## src/design/ssrw_map.svh

```systemverilog
// Constants of the supply supervisor: timing figures and input bit slots.
// Assumes a 50 MHz core clock; counts are derived from the figures here.
`ifndef SSRW_MAP_SVH
`define SSRW_MAP_SVH

// Core clock rate in MHz (20 ns period)
`define SSRW_CLK_MHZ 50
// Time base tick period in ms
`define SSRW_TICK_MS 1
// Cycles per tick, derived from the tick period and the clock rate
`define SSRW_TICK_CYCLES (`SSRW_TICK_MS * 1000 * `SSRW_CLK_MHZ)
// Reset timeout in ms
`define SSRW_RST_TIMEOUT_MS 200
// Watchdog period in ms (1.6 s)
`define SSRW_WD_PERIOD_MS 1600
// Timeouts expressed in ticks
`define SSRW_RST_TICKS (`SSRW_RST_TIMEOUT_MS / `SSRW_TICK_MS)
`define SSRW_WD_TICKS (`SSRW_WD_PERIOD_MS / `SSRW_TICK_MS)

// Bit slots of the synchronised input vector
`define SSRW_IN_W 6
`define SSRW_IN_SUPPLY_LOW 0
`define SSRW_IN_LOW_LINE 1
`define SSRW_IN_MAIN_ABOVE_BACKUP 2
`define SSRW_IN_KICK 3
`define SSRW_IN_WD_DISABLE 4
`define SSRW_IN_CS_N 5

`endif

```

## src/design/ssrw_pkg.sv

```systemverilog
// Types shared by the supply supervisor modules.
// Assumes nothing beyond a SystemVerilog compiler.
package ssrw_pkg;
	// Reset sequencer: running, or holding reset
	typedef enum logic {st_run, st_hold} ssrw_state_t;
endpackage

```

## src/design/ssrw_tick_if.sv

```systemverilog
// Carrier of the time base tick between the divider and the sequencer.
// Assumes both ends sit on the same clock.
`timescale 1ns/10ps
interface ssrw_tick_if;
	logic tick;
	modport src (output tick);
	modport snk (input tick);
endinterface

```

## src/design/ssrw_timebase.sv

```systemverilog
// Free-running divider that gives a one-cycle tick every TICK_CYCLES.
// Assumes clk is the core clock and srst a synchronous reset.
`timescale 1ns/10ps
module ssrw_timebase #(
	parameter int TICK_CYCLES = 50000
) (
	// Clock and reset
	input wire logic clk,
	input wire logic srst,
	// Tick out
	ssrw_tick_if.src tb
);
	localparam int CW = $clog2(TICK_CYCLES);

	generate
		if (TICK_CYCLES < 2) begin : g_bad
			$error("TICK_CYCLES must be at least 2");
		end
	endgenerate

	logic [CW-1:0] div_r;
	logic [CW-1:0] div_nxt;
	logic tick_r;
	logic tick_nxt;

	// Wrap at the end of each period and flag it for one cycle
	always_comb begin
		tick_nxt = 1'b0;
		div_nxt = div_r + 1'b1;
		if (div_r == CW'(TICK_CYCLES - 1)) begin
			div_nxt = '0;
			tick_nxt = 1'b1;
		end
	end

	// Registers only
	always_ff @(posedge clk) begin
		if (srst) begin
			div_r <= '0;
			tick_r <= 1'b0;
		end else begin
			div_r <= div_nxt;
			tick_r <= tick_nxt;
		end
	end

	assign tb.tick = tick_r;
endmodule

```

## src/design/ssrw_top.sv

```systemverilog
// Digital core of a supply supervisor with reset timer and watchdog.
// Assumes comparator results and host pins arrive asynchronously.
`timescale 1ns/10ps
`include "ssrw_map.svh"
module ssrw_top #(
	parameter int TICK_CYCLES = `SSRW_TICK_CYCLES,
	parameter int RST_TICKS = `SSRW_RST_TICKS,
	parameter int WD_TICKS = `SSRW_WD_TICKS
) (
	// Clock and reset
	input wire logic clk,
	input wire logic srst,
	// Comparator results
	input wire logic supply_low_in,
	input wire logic low_line_in,
	input wire logic main_above_backup_in,
	// Host side pins
	input wire logic activity_kick_in,
	input wire logic watchdog_disable_in,
	input wire logic chip_select_n_in,
	// Outputs
	output logic reset_n_o,
	output logic reset_o,
	output logic power_fail_warning_n,
	output logic chip_select_n_o,
	output logic ram_from_main_o
);
	localparam int HW = $clog2(RST_TICKS + 1);
	localparam int WW = $clog2(WD_TICKS + 1);

	generate
		if (RST_TICKS < 1 || WD_TICKS < 1) begin : g_bad
			$error("RST_TICKS and WD_TICKS must be at least 1");
		end
	endgenerate

	ssrw_tick_if tick_if ();

	ssrw_timebase #(.TICK_CYCLES(TICK_CYCLES)) u_tb (
		.clk(clk),
		.srst(srst),
		.tb(tick_if.src)
	);

	logic tick;
	assign tick = tick_if.tick;

	// Two-stage synchroniser for every pin, plus a kick history flop
	logic [`SSRW_IN_W-1:0] meta_r;
	logic [`SSRW_IN_W-1:0] sync_r;
	logic kick_d_r;

	always_ff @(posedge clk) begin
		if (srst) begin
			meta_r <= '0;
			sync_r <= '0;
			kick_d_r <= 1'b0;
		end else begin
			meta_r <= {chip_select_n_in, watchdog_disable_in,
				activity_kick_in, main_above_backup_in,
				low_line_in, supply_low_in};
			sync_r <= meta_r;
			kick_d_r <= sync_r[`SSRW_IN_KICK];
		end
	end

	logic supply_low_s;
	logic low_line_s;
	logic main_above_s;
	logic wd_dis_s;
	logic cs_n_s;
	logic kick_edge;
	assign supply_low_s = sync_r[`SSRW_IN_SUPPLY_LOW];
	assign low_line_s = sync_r[`SSRW_IN_LOW_LINE];
	assign main_above_s = sync_r[`SSRW_IN_MAIN_ABOVE_BACKUP];
	assign wd_dis_s = sync_r[`SSRW_IN_WD_DISABLE];
	assign cs_n_s = sync_r[`SSRW_IN_CS_N];
	assign kick_edge = sync_r[`SSRW_IN_KICK] ^ kick_d_r;

	// Sequencer and counters
	ssrw_pkg::ssrw_state_t st_r;
	ssrw_pkg::ssrw_state_t st_nxt;
	logic [HW-1:0] hold_cnt_r;
	logic [HW-1:0] hold_cnt_nxt;
	logic [WW-1:0] wd_cnt_r;
	logic [WW-1:0] wd_cnt_nxt;
	logic rst_act_nxt;
	logic wd_expire;

	// Watchdog runs only outside reset; disable keeps it parked at zero
	assign wd_expire = tick && !wd_dis_s &&
		(wd_cnt_r == WW'(WD_TICKS - 1));

	always_comb begin
		st_nxt = st_r;
		hold_cnt_nxt = hold_cnt_r;
		wd_cnt_nxt = wd_cnt_r;
		unique case (st_r)
			ssrw_pkg::st_hold: begin
				if (supply_low_s) begin
					hold_cnt_nxt = '0;
				end else if (tick) begin
					if (hold_cnt_r == HW'(RST_TICKS - 1)) begin
						st_nxt = ssrw_pkg::st_run;
						hold_cnt_nxt = '0;
					end else begin
						hold_cnt_nxt = hold_cnt_r + 1'b1;
					end
				end
			end
			ssrw_pkg::st_run: begin
				if (supply_low_s || wd_expire) begin
					st_nxt = ssrw_pkg::st_hold;
					hold_cnt_nxt = '0;
				end
			end
		endcase
		rst_act_nxt = (st_nxt == ssrw_pkg::st_hold);
		// Count only while reset is released and kicks are absent
		if (rst_act_nxt || st_r == ssrw_pkg::st_hold || wd_dis_s ||
			kick_edge) begin
			wd_cnt_nxt = '0;
		end else if (tick) begin
			wd_cnt_nxt = wd_cnt_r + 1'b1;
		end
	end

	// Registers only; srst starts a full power-up reset timeout
	always_ff @(posedge clk) begin
		if (srst) begin
			st_r <= ssrw_pkg::st_hold;
			hold_cnt_r <= '0;
			wd_cnt_r <= '0;
		end else begin
			st_r <= st_nxt;
			hold_cnt_r <= hold_cnt_nxt;
			wd_cnt_r <= wd_cnt_nxt;
		end
	end

	// Output flops; both reset polarities come from one next value
	logic reset_n_r;
	logic reset_r;
	logic pfw_n_r;
	logic cs_n_r;
	logic ram_main_r;
	logic reset_n_nxt;
	logic reset_nxt;
	logic pfw_n_nxt;
	logic cs_n_nxt;
	logic ram_main_nxt;

	always_comb begin
		reset_n_nxt = !rst_act_nxt;
		reset_nxt = rst_act_nxt;
		pfw_n_nxt = !low_line_s;
		// Gate passes only while reset is released
		cs_n_nxt = rst_act_nxt ? 1'b1 : cs_n_s;
		// Backup only when main is below both threshold and backup
		ram_main_nxt = !supply_low_s || main_above_s;
	end

	always_ff @(posedge clk) begin
		if (srst) begin
			reset_n_r <= 1'b0;
			reset_r <= 1'b1;
			pfw_n_r <= 1'b1;
			cs_n_r <= 1'b1;
			ram_main_r <= 1'b1;
		end else begin
			reset_n_r <= reset_n_nxt;
			reset_r <= reset_nxt;
			pfw_n_r <= pfw_n_nxt;
			cs_n_r <= cs_n_nxt;
			ram_main_r <= ram_main_nxt;
		end
	end

	assign reset_n_o = reset_n_r;
	assign reset_o = reset_r;
	assign power_fail_warning_n = pfw_n_r;
	assign chip_select_n_o = cs_n_r;
	assign ram_from_main_o = ram_main_r;
endmodule

```

## config.mk

```make
export PLATFORM = sky130hd
export DESIGN_NAME = ssrw_top
export DESIGN_NICKNAME = d
export VERILOG_FILES = /design/src/design/ssrw_pkg.sv /design/src/design/ssrw_tick_if.sv /design/src/design/ssrw_timebase.sv /design/src/design/ssrw_top.sv
export VERILOG_INCLUDE_DIRS = /design/src /design/src/design
export SDC_FILE = /design/constraint.sdc
export NUM_CORES = 1
export LEC_CHECK = 0
export CORE_ASPECT_RATIO = 1.2
export CORE_MARGIN = 2
export CORE_UTILIZATION = 49
export CTS_CLUSTER_SIZE = 12
export DETAILED_ROUTE_END_ITERATION = 8
export DONT_BUFFER_PORTS = 1
export PLACE_DENSITY = 0.73
export SLEW_MARGIN = 20
export SYNTH_ARGS = -nofsm -noshare
export SYNTH_HDL_FRONTEND = slang
export SYNTH_SLANG_ARGS = --single-unit
```

## constraint.sdc

```tcl
create_clock -name clk -period 1.8 [get_ports clk]
set_input_delay 0.27 -clock clk [delete_from_list [all_inputs] [get_ports clk]]
set_output_delay 0.27 -clock clk [all_outputs]
set_load 0.005 [all_outputs]
```

==> results.py <==
metrics = {
    "synth": {
        "number_of_warnings_issued_by_yosys": 0,
        "post-synth-top-count-cell": "dfxtp_1",
        "synth_flop_cell": "dfxtp_1",
        "sequential_element_share_of_the_synthesized_area": 0.486,
        "synth.top_cells.by_area": "dfxtp_1 49%, xnor2_1 5.9%, nor2_1 5.6%",
        "synth_top_cell_by_area": "dfxtp_1",
        "syn_avg_cell_area_sq_um": 9.27,
        "synthesis.area_sq_um": 2230,
        "synth_edf_count": 0,
        "synth_largest_type_area_fraction": 0.486,
        "ys_seq_elements": 54,
        "postSynth.asyncResetShare": 0,
        "synthesis.nets": 251,
        "netlist_top_cells_count": "54 x dfxtp_1, 33 x nor2_1, 15 x nor2b_1, 15 x xnor2_1, 14 x nand3_1",
        "yosys.cell_types.count": 42,
        "synthesis.instances": 240,
    },
    "timing": {
        "setup_viol_count_final": 0,
        "tightestPinTransition_ns": 0.502,
        "timing_hold_violations_final": 0,
        "finalCriticalPeriod_ns": 1.66,
        "fmax_ghz": 0.601,
        "worst_slew_margin_rel": 0.665,
        "drv_slew": 0,
        "rsz0062_at_grt": "false",
        "timing.setup.tns_ns": 0,
        "fin_skew_ns": 0.0101,
        "timing.final.crit_share": 0.925,
    },
    "floorplanning": {
        "die_h_um": 77.8,
        "ios": 13,
        "initial_standard_cell_utilization_of_the_core": 0.514,
        "die_footprint_sq_um": 5100,
        "chipWidth_um": 65.5,
        "coreArea_sq_um": 4330,
        "std_cell_rows": 26,
    },
    "pwr": {
        "vdd.ir_drop.worst_mv": 0.673,
        "static-leakage-power_nw": 0.856,
        "cellPowerDensity_nw_per_um2": 829,
        "finalPower_mw": 1.98,
    },
    "placement": {
        "dpl.hpwl_um": 2630,
        "place.port_buffers": 0,
        "gp_congestion": 0.872,
    },
    "grt": {
        "first_global_vias": 1540,
        "grt_use_total": 0.157,
        "globalRoute.totalOverflow": 0,
        "grt_antenna_before_repair": 0,
        "grt_pass1_wl_um": 6410,
        "grt_max_degree": 29,
    },
    "route": {
        "total_number_of_vias": 1655,
        "detail_route.iter0.violations": 102,
        "routed_wire_length_per_instance_um": 12.3,
        "ant_nets": 0,
        "detail_route.drc_violations": 0,
        "route.detailed.vias_per_inst": 5.50,
        "dr.pass1.iters": 4,
        "routed_wl_um": 3710,
    },
    "cts": {
        "cts-buffers-inserted": 5,
        "post_cts_clock_slew_at_the_launch_and_capture_registers_of_the_worst_setup_and_hold_paths_ns": 0.10,
        "root_buffer": "clkbuf_8",
        "cts_tree": "built",
        "cts_sinks": 54,
        "clockBufferDepth": 2,
        "post-cts-setup-buffer-count": 0,
        "max_h_tree_level": 2,
        "worst_skew_pair.late_latency_ns": 0.31,
    },
    "critical_path": {
        "critical-path-max-stage-delay_ns": 0.51,
        "criticalPathCategory": "reg -> reg",
        "critPathArrivalTime_ns": 1.87,
        "crit_path_cell_trace": "or3b_2 -> o21a_1 -> and3_1 -> a211o_1",
        "end_kind": "flip-flop",
        "worst_r2r_endpoint": "hold_cnt_r[5]",
        "cp_slowest_cell": "or3b_2",
        "crit_fanout": 7,
        "kind_of_launch_point_of_the_worst_setup_path": "flip-flop",
        "reg2regPathDepth": 4,
        "setup.reg_to_reg.worst_slack_ns": 0.14,
        "cp_data_required_time_ns": 2.01,
        "critical_path.reg2reg.startpoint": "hold_cnt_r[4]",
    },
    "min_path": {
        "worst_hold_startpoint": "srst",
        "worst_hold_path_type": "in -> reg",
        "worstHoldEndpoint": "u_tb.tb.tick",
        "hold-path-cell-count": 1,
    },
    "run_status": {
        "status": "complete, no violations",
    },
    "final_layout": {
        "num_antenna_cells": 0,
        "drive_above_1_share": 0.0735,
        "flow.area_growth_from_synthesis_pct": 7.25,
        "layout.nets": 255,
    },
    "flow_run": {
        "max_cap_violations": 0,
    },
}
## critical path: cells and delay by family (launching register included)
kind / cells / cell delay [ns]
AO/OA/AOI/OAI: 2 / 0.50
AND/OR/NAND/NOR: 2 / 0.69
flip-flops: 1 / 0.37
## layout by cell type (no fill, tap or decap), drive strengths merged, types with 5 or more instances in the layout
master and n:
xor2 9, and3 5, nand2 11, clkbuf 5, xnor2 15, nor2 33
nor4 6, nand3 14, nor2b 15, inv 6, buf 6, nor3 9
nand4 12, dfxtp 54
## worst max path at each step
stage	from	to	slack, ns	depth (start not counted)
floorplan	u_tb.div_r[11]	u_tb.div_r[15]	0.18	6
global placement	u_tb.div_r[5]	u_tb.div_r[12]	0.14	5
detailed placement	u_tb.div_r[12]	u_tb.div_r[3]	0.14	5
CTS	u_tb.div_r[5]	u_tb.div_r[12]	0.13	5
global route	wd_cnt_r[1]	hold_cnt_r[5]	0.004	5
finish	hold_cnt_r[4]	hold_cnt_r[5]	0.14	4
## flip-flops by register name (all words and copies together) (netlist names)
name and count:
chip_select_n_o 1, hold_cnt_r 8, kick_d_r 1, meta_r 6, power_fail_warning_n 1, ram_from_main_o 1, reset_n_o 1, reset_o 1
sync_r 6, u_tb.div_r 16, u_tb.tb.tick 1, wd_cnt_r 11
## final cells by class
type / count / area (sq um)
Fill cell: 395 / 1940
Sequential cell: 54 / 1080
Multi-Input combinational cell: 172 / 1070
Tap cell: 56 / 70.1
Clock buffer: 5 / 68.8
Timing Repair Buffer: 6 / 45.0
Clock inverter: 3 / 28.8
Inverter: 5 / 18.8
## logic make-up (layout without fill, tap and decap cells)
logic type | after synthesis | count (layout) | share of synthesized area
compound gates | 16 | 16 | 0.0517
fa+ha+maj | 3 | 3 | 0.0169
simple gates | 127 | 127 | 0.310
xor+xnor | 24 | 24 | 0.0944
flops | 54 | 54 | 0.486
mux | 2 | 2 | 0.00899
buf+inv | 14 | 19 | 0.0326
## through the flow
step           hold slack (ns)  area, sq um  utilization  instances  setup WS (ns)
2_1_floorplan            0.356         2230            -        240          0.178
3_3_place_gp             0.348         2290        0.529        293          0.144
3_5_place_dp             0.350         2290        0.529        293          0.144
4_1_cts                0.00943         2380        0.551        301          0.127
5_1_grt               0.000962         2390        0.552        301        0.00434
6_report                0.0222         2390        0.552        301          0.136
## where the power goes
group | switching, mW | internal, mW | leakage, nW
Clock | 0.418 | 0.289 | 0.0502
Combinational | 0.0238 | 0.0226 | 0.368
Sequential | 0.0120 | 1.21 | 0.438
## what timing repair did
item,4_1_cts,5_1_grt
setup endpoints to repair,0,3
hold buffers,0,0
resized for setup,0,1
## metal layers
| layer | share of wire | GRT usage | up-vias |
|---|---|---|---|
| li1 | - | - | 843 |
| met1 | 0.47 | 0.187 | 765 |
| met2 | 0.47 | 0.256 | 34 |
| met3 | 0.035 | 0.0420 | 13 |
| met4 | 0.026 | 0.0833 | 0 |
| met5 | 0 | 0 | - |
(Power assumes the default switching activity.)
